$ cat src/irq_route_pkg.sv
// Constants and helpers shared by the mailbox interrupt routing block
// Functional notes
// - Core C owns mailboxes 4C to 4C+3
// - Fast route bit set: nonzero mailbox raises fast
// - Normal route bit set: nonzero mailbox raises normal
// - Fast route overrides normal route, never both
// - Per-core read-only cause of normal request
// - Cause bit 30: level-two cache bus error
// - Cause bit 10: bus quiet, core 0 only
// - Cause bits 7:4: core's four mailbox interrupts
// - Bits 11 timer, 9 perf, 8 graphics
// - Bits 3:0: generic timer tick events
// - Route control registers reset to zero
package irq_route_pkg;

	localparam int NUM_CORES      = 4;
	localparam int BOXES_PER_CORE = 4;
	localparam int NUM_BOXES      = NUM_CORES * BOXES_PER_CORE;
	localparam int BOX_W          = 32;
	localparam int DATA_W         = 32;
	localparam int ADDR_W         = 8;
	localparam int CTRL_W         = 8;
	localparam int EVT_W          = 2 * NUM_CORES;

	////////////////////////////////////////////////////////////////////////
	// Register map, byte addresses
	localparam logic [ADDR_W-1:0] CTRL_BASE  = 8'h00;
	localparam logic [ADDR_W-1:0] CAUSE_BASE = 8'h10;
	localparam logic [ADDR_W-1:0] EVT_STATUS = 8'h20;
	localparam logic [ADDR_W-1:0] EVT_MASK   = 8'h24;
	localparam logic [ADDR_W-1:0] BANK_MASK  = 8'hf0;

	////////////////////////////////////////////////////////////////////////
	// Field positions
	localparam int CTRL_NORM_LSB   = 0;
	localparam int CTRL_FAST_LSB   = 4;
	localparam int CAUSE_TICK_LSB  = 0;
	localparam int CAUSE_BOX_LSB   = 4;
	localparam int CAUSE_GPU_BIT   = 8;
	localparam int CAUSE_PERF_BIT  = 9;
	localparam int CAUSE_QUIET_BIT = 10;
	localparam int CAUSE_TIMER_BIT = 11;
	localparam int CAUSE_L2ERR_BIT = 30;
	localparam int QUIET_CORE      = 0;
	localparam int EVT_FAST_LSB    = 0;
	localparam int EVT_NORM_LSB    = NUM_CORES;

	////////////////////////////////////////////////////////////////////////
	// Reset values
	localparam logic [CTRL_W-1:0] CTRL_RESET = 8'h00;
	localparam logic [EVT_W-1:0]  EVT_RESET  = 8'h00;
	localparam logic [DATA_W-1:0] WORD_ZERO  = 32'h0000_0000;

	typedef enum logic [1:0] {
		PH_IDLE   = 2'b00,
		PH_SETUP  = 2'b01,
		PH_ACCESS = 2'b11
	} apb_phase_t;

	// Word index inside a four-register bank
	function automatic logic [1:0] reg_index(input logic [ADDR_W-1:0] addr);
		return addr[3:2];
	endfunction

	function automatic logic word_nonzero(input logic [BOX_W-1:0] word);
		return |word;
	endfunction

endpackage

$ cat src/core_route.sv
// Routing of one core's four mailboxes onto fast and normal requests
`timescale 1ns/1ps
module core_route (
	// Route control of this core
	input  wire logic [irq_route_pkg::CTRL_W-1:0]                          ctrl,
	// The core's own four mailboxes, first at the bottom
	input  wire logic [irq_route_pkg::BOXES_PER_CORE*irq_route_pkg::BOX_W-1:0] box_words,
	// Per-mailbox contributions
	output logic      [irq_route_pkg::BOXES_PER_CORE-1:0]                  fast_bits,
	output logic      [irq_route_pkg::BOXES_PER_CORE-1:0]                  norm_bits
);

	logic [irq_route_pkg::BOXES_PER_CORE-1:0] busy;
	logic [irq_route_pkg::BOXES_PER_CORE-1:0] fast_en;
	logic [irq_route_pkg::BOXES_PER_CORE-1:0] norm_en;

	assign fast_en = ctrl[irq_route_pkg::CTRL_FAST_LSB +: irq_route_pkg::BOXES_PER_CORE];
	assign norm_en = ctrl[irq_route_pkg::CTRL_NORM_LSB +: irq_route_pkg::BOXES_PER_CORE];

	always_comb begin
		for (int k = 0; k < irq_route_pkg::BOXES_PER_CORE; k++) begin
			busy[k] = irq_route_pkg::word_nonzero(
				box_words[k*irq_route_pkg::BOX_W +: irq_route_pkg::BOX_W]);
		end
	end

	assign fast_bits = busy & fast_en;
	// Fast route masks the normal one so an event never reaches both pins
	assign norm_bits = busy & norm_en & ~fast_en;

endmodule

$ cat src/event_sticky.sv
// Sticky event status with read-clear, mask and one level interrupt
`timescale 1ns/1ps
module event_sticky (
	// Clock and reset
	input  wire logic                            sys_clk,
	input  wire logic                            rst,
	// Events and software access
	input  wire logic [irq_route_pkg::EVT_W-1:0] evt_pulse,
	input  wire logic                            status_rd,
	input  wire logic                            mask_wr,
	input  wire logic [irq_route_pkg::EVT_W-1:0] mask_wdata,
	// State
	output logic      [irq_route_pkg::EVT_W-1:0] status_ff,
	output logic      [irq_route_pkg::EVT_W-1:0] mask_ff,
	output logic                                 event_irq
);

	logic [irq_route_pkg::EVT_W-1:0] nxt_status;

	// A new event in the clearing read cycle survives the clear
	always_comb begin
		nxt_status = status_rd ? evt_pulse : (status_ff | evt_pulse);
	end

	always_ff @(posedge sys_clk) begin
		if (rst) begin
			status_ff <= irq_route_pkg::EVT_RESET;
		end else begin
			status_ff <= nxt_status;
		end
	end

	always_ff @(posedge sys_clk) begin
		if (rst) begin
			mask_ff <= irq_route_pkg::EVT_RESET;
		end else if (mask_wr) begin
			mask_ff <= mask_wdata;
		end
	end

	assign event_irq = |(status_ff & mask_ff);

endmodule

$ cat src/mailbox_irq_router.sv
// Mailbox interrupt routing, per-core cause registers and APB slave
`timescale 1ns/1ps
module mailbox_irq_router (
	// Clock and reset
	input  wire logic                                            sys_clk,
	input  wire logic                                            rst,
	// APB slave
	input  wire logic [irq_route_pkg::ADDR_W-1:0]                paddr,
	input  wire logic                                            psel,
	input  wire logic                                            penable,
	input  wire logic                                            pwrite,
	input  wire logic [irq_route_pkg::DATA_W-1:0]                pwdata,
	input  wire logic [3:0]                                      pstrb,
	output logic      [irq_route_pkg::DATA_W-1:0]                prdata,
	output logic                                                 pready,
	output logic                                                 pslverr,
	// Contents of all sixteen mailboxes, mailbox 0 at the bottom
	input  wire logic [irq_route_pkg::NUM_BOXES*irq_route_pkg::BOX_W-1:0] box_words,
	// Other normal sources, one bit per core except tick_normal, four per core, and bus_quiet, one bit
	input  wire logic [irq_route_pkg::NUM_CORES*4-1:0]           tick_normal,
	input  wire logic [irq_route_pkg::NUM_CORES-1:0]             local_timer_int,
	input  wire logic [irq_route_pkg::NUM_CORES-1:0]             perf_monitor_int,
	input  wire logic [irq_route_pkg::NUM_CORES-1:0]             gpu_int,
	input  wire logic [irq_route_pkg::NUM_CORES-1:0]             l2_bus_error,
	input  wire logic                                            bus_quiet,
	// Requests to the cores
	output logic      [irq_route_pkg::NUM_CORES-1:0]             fast_req,
	output logic      [irq_route_pkg::NUM_CORES-1:0]             normal_req,
	// Event interrupt
	output logic                                                 event_irq
);

	localparam int NC = irq_route_pkg::NUM_CORES;
	localparam int NB = irq_route_pkg::BOXES_PER_CORE;
	localparam int BW = irq_route_pkg::BOX_W;
	localparam int DW = irq_route_pkg::DATA_W;
	localparam int CW = irq_route_pkg::CTRL_W;
	localparam int EW = irq_route_pkg::EVT_W;

	////////////////////////////////////////////////////////////////////////
	// Declarations

	irq_route_pkg::apb_phase_t phase_ff;
	irq_route_pkg::apb_phase_t nxt_phase;

	logic [CW-1:0] ctrl_ff [NC];
	logic [NB-1:0] fast_bits [NC];
	logic [NB-1:0] norm_bits [NC];
	logic [DW-1:0] cause [NC];

	logic [NC-1:0] nxt_fast;
	logic [NC-1:0] nxt_normal;
	logic [NC-1:0] fast_ff;
	logic [NC-1:0] normal_ff;

	logic [EW-1:0] evt_pulse;
	logic [EW-1:0] evt_status;
	logic [EW-1:0] evt_mask;

	logic [DW-1:0] prdata_ff;
	logic [DW-1:0] nxt_rdata;

	logic          setup_cyc;
	logic          access_cyc;
	logic          wr_done;
	logic          rd_done;
	logic          hit_ctrl;
	logic          hit_cause;
	logic          hit_status;
	logic          hit_mask;
	logic          addr_ok;
	logic          first_acc;
	logic [1:0]    idx;

	////////////////////////////////////////////////////////////////////////
	// APB phase tracking

	always_comb begin
		nxt_phase = irq_route_pkg::PH_IDLE;
		unique case (phase_ff)
			irq_route_pkg::PH_IDLE: begin
				if (psel) begin
					nxt_phase = irq_route_pkg::PH_SETUP;
				end
			end
			irq_route_pkg::PH_SETUP: begin
				nxt_phase = irq_route_pkg::PH_ACCESS;
			end
			irq_route_pkg::PH_ACCESS: begin
				// Back-to-back transfer enters setup directly
				if (psel && !penable) begin
					nxt_phase = irq_route_pkg::PH_SETUP;
				end
			end
			default: begin
				nxt_phase = irq_route_pkg::PH_IDLE;
			end
		endcase
	end

	always_ff @(posedge sys_clk) begin
		if (rst) begin
			phase_ff <= irq_route_pkg::PH_IDLE;
		end else begin
			phase_ff <= nxt_phase;
		end
	end

	// Setup cycle is judged from the pins so read data is ready for access
	assign setup_cyc  = psel && !penable;
	assign access_cyc = psel && penable;

	////////////////////////////////////////////////////////////////////////
	// Address decode

	assign idx        = irq_route_pkg::reg_index(paddr);
	assign hit_ctrl   = (paddr & irq_route_pkg::BANK_MASK) == irq_route_pkg::CTRL_BASE;
	assign hit_cause  = (paddr & irq_route_pkg::BANK_MASK) == irq_route_pkg::CAUSE_BASE;
	assign hit_status = paddr == irq_route_pkg::EVT_STATUS;
	assign hit_mask   = paddr == irq_route_pkg::EVT_MASK;

	// Unaligned addresses and writes to read-only words answer with an error
	always_comb begin
		addr_ok = 1'b0;
		if (paddr[1:0] == 2'b00) begin
			if (hit_ctrl || hit_mask) begin
				addr_ok = 1'b1;
			end else if (hit_cause || hit_status) begin
				addr_ok = !pwrite;
			end
		end
	end

	// Zero wait states: read data was captured in the setup cycle
	assign pready  = access_cyc;
	assign pslverr = access_cyc && !addr_ok;
	assign prdata  = prdata_ff;

	// Only an access with the phase in setup is taken: a stuck penable
	// repeats a write or a status clear once every three cycles
	assign first_acc = phase_ff == irq_route_pkg::PH_SETUP;
	assign wr_done   = access_cyc && first_acc && pwrite && addr_ok;
	assign rd_done   = access_cyc && first_acc && !pwrite && addr_ok;

	////////////////////////////////////////////////////////////////////////
	// Route control registers

	always_ff @(posedge sys_clk) begin
		if (rst) begin
			for (int c = 0; c < NC; c++) begin
				ctrl_ff[c] <= irq_route_pkg::CTRL_RESET;
			end
		end else if (wr_done && hit_ctrl && pstrb[0]) begin
			// Only the low byte is stored; upper lanes are dropped
			ctrl_ff[idx] <= pwdata[CW-1:0];
		end
	end

	////////////////////////////////////////////////////////////////////////
	// Per-core routing

	for (genvar c = 0; c < NC; c++) begin : g_core
		core_route u_route (
			.ctrl      (ctrl_ff[c]),
			.box_words (box_words[c*NB*BW +: NB*BW]),
			.fast_bits (fast_bits[c]),
			.norm_bits (norm_bits[c])
		);

		always_comb begin
			cause[c] = irq_route_pkg::WORD_ZERO;
			cause[c][irq_route_pkg::CAUSE_TICK_LSB +: 4] =
				tick_normal[c*4 +: 4];
			cause[c][irq_route_pkg::CAUSE_BOX_LSB +: NB] = norm_bits[c];
			cause[c][irq_route_pkg::CAUSE_GPU_BIT]   = gpu_int[c];
			cause[c][irq_route_pkg::CAUSE_PERF_BIT]  = perf_monitor_int[c];
			cause[c][irq_route_pkg::CAUSE_TIMER_BIT] = local_timer_int[c];
			cause[c][irq_route_pkg::CAUSE_L2ERR_BIT] = l2_bus_error[c];
			if (c == irq_route_pkg::QUIET_CORE) begin
				cause[c][irq_route_pkg::CAUSE_QUIET_BIT] = bus_quiet;
			end
		end

		assign nxt_fast[c]   = |fast_bits[c];
		assign nxt_normal[c] = |cause[c];
	end

	////////////////////////////////////////////////////////////////////////
	// Request pins, registered so the cores see clean levels

	always_ff @(posedge sys_clk) begin
		if (rst) begin
			fast_ff <= '0;
		end else begin
			fast_ff <= nxt_fast;
		end
	end

	always_ff @(posedge sys_clk) begin
		if (rst) begin
			normal_ff <= '0;
		end else begin
			normal_ff <= nxt_normal;
		end
	end

	assign fast_req   = fast_ff;
	assign normal_req = normal_ff;

	////////////////////////////////////////////////////////////////////////
	// Events: a request pin going high

	assign evt_pulse[irq_route_pkg::EVT_FAST_LSB +: NC] = nxt_fast & ~fast_ff;
	assign evt_pulse[irq_route_pkg::EVT_NORM_LSB +: NC] = nxt_normal & ~normal_ff;

	event_sticky u_events (
		.sys_clk    (sys_clk),
		.rst        (rst),
		.evt_pulse  (evt_pulse),
		.status_rd  (rd_done && hit_status),
		.mask_wr    (wr_done && hit_mask && pstrb[0]),
		.mask_wdata (pwdata[EW-1:0]),
		.status_ff  (evt_status),
		.mask_ff    (evt_mask),
		.event_irq  (event_irq)
	);

	////////////////////////////////////////////////////////////////////////
	// Read data

	always_comb begin
		nxt_rdata = irq_route_pkg::WORD_ZERO;
		if (paddr[1:0] == 2'b00 && !pwrite) begin
			if (hit_ctrl) begin
				nxt_rdata[CW-1:0] = ctrl_ff[idx];
			end else if (hit_cause) begin
				nxt_rdata = cause[idx];
			end else if (hit_status) begin
				nxt_rdata[EW-1:0] = evt_status;
			end else if (hit_mask) begin
				nxt_rdata[EW-1:0] = evt_mask;
			end
		end
	end

	// Sampled in setup; cause seen is the value one cycle before the access
	always_ff @(posedge sys_clk) begin
		if (rst) begin
			prdata_ff <= irq_route_pkg::WORD_ZERO;
		end else if (setup_cyc) begin
			prdata_ff <= nxt_rdata;
		end
	end

endmodule

$ cat config.mk
export PLATFORM = sky130hd
export DESIGN_NAME = mailbox_irq_router
export DESIGN_NICKNAME = d
export VERILOG_FILES = /design/src/irq_route_pkg.sv /design/src/core_route.sv /design/src/event_sticky.sv /design/src/mailbox_irq_router.sv
export SDC_FILE = /design/constraint.sdc
export NUM_CORES = 1
export LEC_CHECK = 0
export BUFFER_PORTS_ARGS = -buffer_cell sky130_fd_sc_hd__clkbuf_2
export CORE_AREA = 4 4 249 251
export DETAILED_ROUTE_END_ITERATION = 7
export DIE_AREA = 0 0 253 255
export PLACE_DENSITY_LB_ADDON = 0.3
export RECOVER_POWER = 25
export SLEW_MARGIN = 10
export SYNTH_ARGS = -nofsm -noshare
export SYNTH_HDL_FRONTEND = slang
export SYNTH_HIERARCHICAL = 1
export SYNTH_SLANG_ARGS = --single-unit
$ cat constraint.sdc
create_clock -name sys_clk -period 2.6 [get_ports sys_clk]
set_input_delay 0.39 -clock sys_clk [delete_from_list [all_inputs] [get_ports sys_clk]]
set_output_delay 0.39 -clock sys_clk [all_outputs]
set_load 0.01 [all_outputs]
-- After elaboration in Yosys (flattened, before gate mapping)
Memories as Yosys holds them, arrays and structs flattened.
Index checks and enable logic that the tools add are counted.
- magnitude comparators: 1
- equal/unequal tests: 5
- mux-type cells: 25
- bitwise logic cells: 23
- reductions and logical operators: 48
- operators by type and width (operator ; count):
    $reduce_or 32->1 ; 16
    $mux 32 ; 3
    $bmux 32 s2 ; 1
    $and 4x4->4 ; 14
    $mux 24 ; 2
    $mux 8 ; 6
    $reduce_or 12->1 ; 3
    $not 4->4 ; 6
    $eq 8x6->1 const B ; 2
    $reduce_or 4->1 ; 4
    $reduce_or 8->1 ; 2
    $logic_and 1x1->1 ; 14
    $reduce_or 13->1 ; 1
    $mux 1 ; 11
    $and 8x8->8 ; 1
    $logic_not 8->1 ; 1
    $or 8x8->8 ; 1
    $pmux 2 s3 ; 1
    $eq 4x1->1 const B ; 1
    $logic_not 2->1 ; 2
    $ge 3x3->1 const B ; 1
    $logic_not 1->1 ; 3
    $not 2->3 ; 1
    $eq 2x1->1 const B ; 1
    3 further kinds ; 4
- flip-flop bits (word level): 58
- memory bits (writable): 32
- word-level logic and storage cells: 109
- memories kept: 1
- memory list (name ; depth ; width ; rd ports ; clocked after Yosys merged registers in ; write ports ; line ; RTL):
    ctrl_ff ; 4 ; 8 ; 5 ; 0 ; 4 ; mailbox_irq_router.sv:46 ; logic [CW-1:0] ctrl_ff [NC];

-- Longest topological paths before layout
- depth after elaboration: 13
- depth in mapped cells: 9
- gate-level depth less buffers: 9

-- Modules after synthesis
Netlist, hierarchy kept.
- modules (own cells, without submodules) (module ; times used ; cells an instance ; area an instance (µm²) ; sequential area each (µm²)):
    mailbox_irq_router ; 1 ; 295 ; 3151.8 ; 1421.4
    core_route ; 4 ; 52 ; 345.3 ; 0.0
    event_sticky ; 1 ; 64 ; 621.8 ; 320.3

-- Worst setup path before layout
No wires, ideal clock.
- kind: in2reg
- start point: in paddr[5] in the netlist's numbering
- end point: reg u_events/mask_ff[0] in the netlist's numbering
- setup time: 114 ps
- arrival: 2124 ps
- data required time: 2486 ps
- setup slack: 362 ps
- cell stages on the path: 8
- cell sequence: or3_1 buf_2 a2111oi_4 o21ai_2 nor4_1 buf_6 mux2i_1 nor2_1
- cells in the longest elaborated chain, start to end: 8
- elaborated cells between the ends (all ways): 12
- classes of those cells: eq/ne: 3; mux: 3; reduce/logical: 6
- RTL lines (element ; line ; RTL):
    start, declared ; mailbox_irq_router.sv:8 ; input wire logic [irq_route_pkg::ADDR_W-1:0] paddr,
    $eq 8x6->1 or $eq 4x1->1 (tied branches) ; mailbox_irq_router.sv:119, mailbox_irq_router.sv:118 ;
    $logic_or 1x1->1 ; mailbox_irq_router.sv:128 ; end else if (hit_cause || hit_status) begin
    $mux 1 ; mailbox_irq_router.sv:128 ;
    $mux 1 ; mailbox_irq_router.sv:126 ; if (hit_ctrl || hit_mask) begin
    $mux 1 ; mailbox_irq_router.sv:125 ; if (paddr[1:0] == 2'b00) begin
    $logic_and 1x1->1 ; mailbox_irq_router.sv:142 ; assign wr_done = access_cyc && first_acc && pwrite && addr_ok;
    $logic_and 1x1->1 * (2 in series) ; mailbox_irq_router.sv:221 ; .mask_wr (wr_done && hit_mask && pstrb[0]),
    end signal, assigned ; event_sticky.sv:35 ; mask_ff <= irq_route_pkg::EVT_RESET;
    end signal, assigned ; event_sticky.sv:37 ; mask_ff <= mask_wdata;
    end, declared ; event_sticky.sv:14 ; output logic [irq_route_pkg::EVT_W-1:0] mask_ff,
Mark *: on every way between the ends. The rest lies on a longest branch, timed or not.
A chain may end at the register's enable or synchronous reset.

-- Final worst setup path
- start point: in paddr[2] in the netlist's numbering
- end point: out pslverr
- cells in the longest elaborated chain, start to end: 7
- elaborated cells between the ends (all ways): 9
- classes of those cells: eq/ne: 2; mux: 3; reduce/logical: 4
- RTL lines (element ; line ; RTL):
    $eq 8x6->1 ; mailbox_irq_router.sv:119 ; assign hit_status = paddr == irq_route_pkg::EVT_STATUS;
    $logic_or 1x1->1 ; mailbox_irq_router.sv:128 ;
    $mux 1 ; mailbox_irq_router.sv:128 ;
    $mux 1 * ; mailbox_irq_router.sv:126 ;
    $mux 1 * ; mailbox_irq_router.sv:125 ;
    $logic_not 1->1 * ; mailbox_irq_router.sv:136 ; assign pslverr = access_cyc && !addr_ok;
    $logic_and 1x1->1 * ; mailbox_irq_router.sv:136 ;
    end, declared ; mailbox_irq_router.sv:16 ; output logic pslverr,
Marked as above.

==> flow_summary_export.csv <==
group,metric,value,unit
critical_path,crit_path_max_fanout,13,
sta,rsz0062_at_grt,"no",
clock_network,post_cts_resized,0,
min_path,worstHoldStart,"perf_monitor_int[0]",
critical_path,cp-end-kind,"output port",
power_and_ir_drop,ir_drop,0.000314,V
clock_network,cts_root_buffer,"clkbuf_16",
synth,synthCells,567,
synth,synth_top_area_cell,"edfxtp_1",
placed_design,hpwl,35300,um
floorplan,core_area,59900,um^2
route,drt_iter0_drc,311,
sta,fmax,0.444,GHz
critical_path,setup.worst_path.start,"paddr[2]",
power_and_ir_drop,pwr_density_cell,354,nW/um^2
clock_network,htree_num_levels,3,
global_route,antenna_found_initial,13,
synth,ys_seq_elements,71,
job,max_cap_violations,0,
critical_path,cpPeakStageDelay,0.46,ns
synth,ys.flop_type,"dfxtp_1",
route,via_per_inst,3.72,
critical_path,worst-path-buf-inv,2,
status,status,"finished clean",
power_and_ir_drop,p_leak,4.32,nW
synth,synth_edf_count,32,
synth,synth_cell_types,46,
placed_design,numPortBuffers,590,
synth,yosys.area.top_type_share,0.186,
sta,timing.final.crit_share,0.866,
route,routedWlPerCell,19.7,um
critical_path,worstReg2RegStart,"phase_ff[1]$_SDFF_PP0_",
sta,slew_headroom,0.118,
critical_path,required,2.21,ns
global_route,grt_pass1_wl,51600,um
synth,synthTopCellsByCount,"144 x nor4_1, 58 x nor2_1, 39 x dfxtp_1, 37 x nand2b_1",
route,remaining_drc_errors,0,
sta,setup_tns,0,ns
floorplan,die_width,253,um
critical_path,path_cells,"clkbuf_1, o211a_1, nor3b_1, clkbuf_2",
floorplan,io_pins,637,
synth,seq_area_frac_synth,0.338,
critical_path,slowest_stage,"o211a_1",
critical_path,startpoint_type,"input port",
floorplan,initial_utilization,0.0860,
sta,finalHoldViolCount,0,
final_layout,fin_util,0.159,
route,drt-total-wl,38900,um
power_and_ir_drop,finalPower,3.37,mW
synth,yosysMostFrequentCell,"nor4_1",
final_layout,area_growth_syn_to_layout,84.7,%
synth,async_flop_share,0,
final_layout,fillers,6838,
sta,holdWs,0.306,ns
route,first_pass_iters,5,
critical_path,critPathKind,"in -> out",
global_route,grt-ovfl-total,0,
clock_network,cts_sinks,71,
min_path,hold_class,"in -> reg",
critical_path,worstPathArrival,1.86,ns
clock_network,clk_latency,0.34,ns
synth,ys_warn_count,6,
sta,setup_viol,0,
synth,synth_area_leaders,"edfxtp_1 19%, nor4_1 17%, dfxtp_1 15%",
global_route,grt_max_degree,34,
final_layout,fin_nets,1779,
clock_network,clockBufferDepth,2,
clock_network,postCtsHoldBufs,0,
global_route,grt.total_usage,0.112,
floorplan,die_y,255,um
clock_network,cts_buffers,9,
clock_network,clkTransAtPathRegs,0.06,ns
clock_network,cts_tree,"built",
route,vias,7350,
synth,syn_area,5150,um^2
floorplan,die_area,64500,um^2
final_layout,drive_gt1_frac,0.551,
placed_design,gp_congestion,0.944,
synth,syn_area_per_cell,9.09,um^2
floorplan,rows,90,
sta,fin_skew,0.00624,ns
sta,final_max_slew_viol_count,0,
sta,period_minus_slack,2.25,ns
route,final_antenna_net_count,0,
critical_path,cp_top_family,"buffers and inverters",
clock_network,cts_setup_buffers,0,
sta,timing_worst_slew_pin_value,1.32,ns
global_route,grt_pass1_vias,7716,
cell usage in the layout, fill, tap and decap left out, drive strengths merged, types with 3 or more instances in the layout:
cell / netlist / final
o21ai: 9 / 9
and3: 3 / 3
mux2i: 16 / 16
clkbuf: 6 / 605
mux4: 12 / 12
inv: 10 / 10
conb: 1 / 19
nor3: 12 / 12
a21boi: 16 / 16
diode: 0 / 5
o22ai: 8 / 8
o211ai: 9 / 9
edfxtp: 32 / 32
a21oi: 25 / 25
nand2b: 37 / 37
nand2: 14 / 14
and4: 32 / 32
buf: 32 / 36
o22a: 8 / 8
nor4: 145 / 145
dfxtp: 39 / 39
mux2: 16 / 16
a22oi: 8 / 8
nor2: 58 / 58
power breakdown:
group | total [mW] | leakage [nW] | internal (mW) | switching [mW]
logic | 0.812 | 3.50 | 0.434 | 0.378
clock network | 1.33 | 0.161 | 0.843 | 0.487
registers | 1.23 | 0.654 | 1.20 | 0.0265
total | 3.37 | 4.32 | 2.48 | 0.892
per-stage QoR:
stage	std cells	instance area [um^2]	setup slack, ns
floorplan	585	5220	0.362
global placement	1956	9210	0.0166
detailed placement	1956	9210	0.00153
CTS	1972	9540	0.365
global route	1972	9510	0.220
finish	1977	9520	0.349
state kept, by name, indices dropped and copies added (netlist names):
signal	count
ctrl_ff	32
prdata	13
u_events/mask_ff	8
u_events/status_ff	8
fast_req	4
normal_req	4
phase_ff	2
final timing paths:
| kind | endpoint | slack (ns) | cells past startpoint |
|---|---|---|---|
| max reg2reg | ctrl_ff[1][5]$_SDFFCE_PN0P_ | 0.63 | 4 |
| min reg2reg | prdata[5]$_SDFFE_PP0P_ | 0.46 | 2 |
| max | pslverr | 0.35 | 4 |
| min | normal_req[0]$_SDFF_PP0_ | 0.31 | 3 |
area by class of cell:
| type | instances | area (um^2) | share of cell area |
|---|---|---|---|
| inverter | 10 | 37.5 | 0.00394 |
| antenna | 5 | 12.5 | 0.00131 |
| sequential | 71 | 1740 | 0.183 |
| timing repair buffer | 627 | 3210 | 0.337 |
| clock buffer | 14 | 317 | 0.0332 |
| tap | 782 | 978 | 0.103 |
| clock inverter | 2 | 16.3 | 0.00171 |
| multi-input combinational | 466 | 3210 | 0.337 |
logic make-up after synthesis:
kind of cell / after synthesis / share of synthesized area
simple gates: 315 / 0.368
buf+inv: 48 / 0.0536
flops: 71 / 0.338
compound gates: 88 / 0.121
mux: 44 / 0.118
other cells: 1 / 0.000727
worst reg2reg max path, stage by stage (launching register included):
cell and delay [ns]:
dfxtp_1 0.33, nand4b_1 0.34, nor3_4 0.37, o2111ai_2 0.19, nand2b_1 0.39
metal layers:
layer	track usage	wire length (um)
met1	0.122	14600
met2	0.219	20500
met4	0.0287	838
met5	0	86
met3	0.0242	2870
Power figures use the tool's default switching activity.
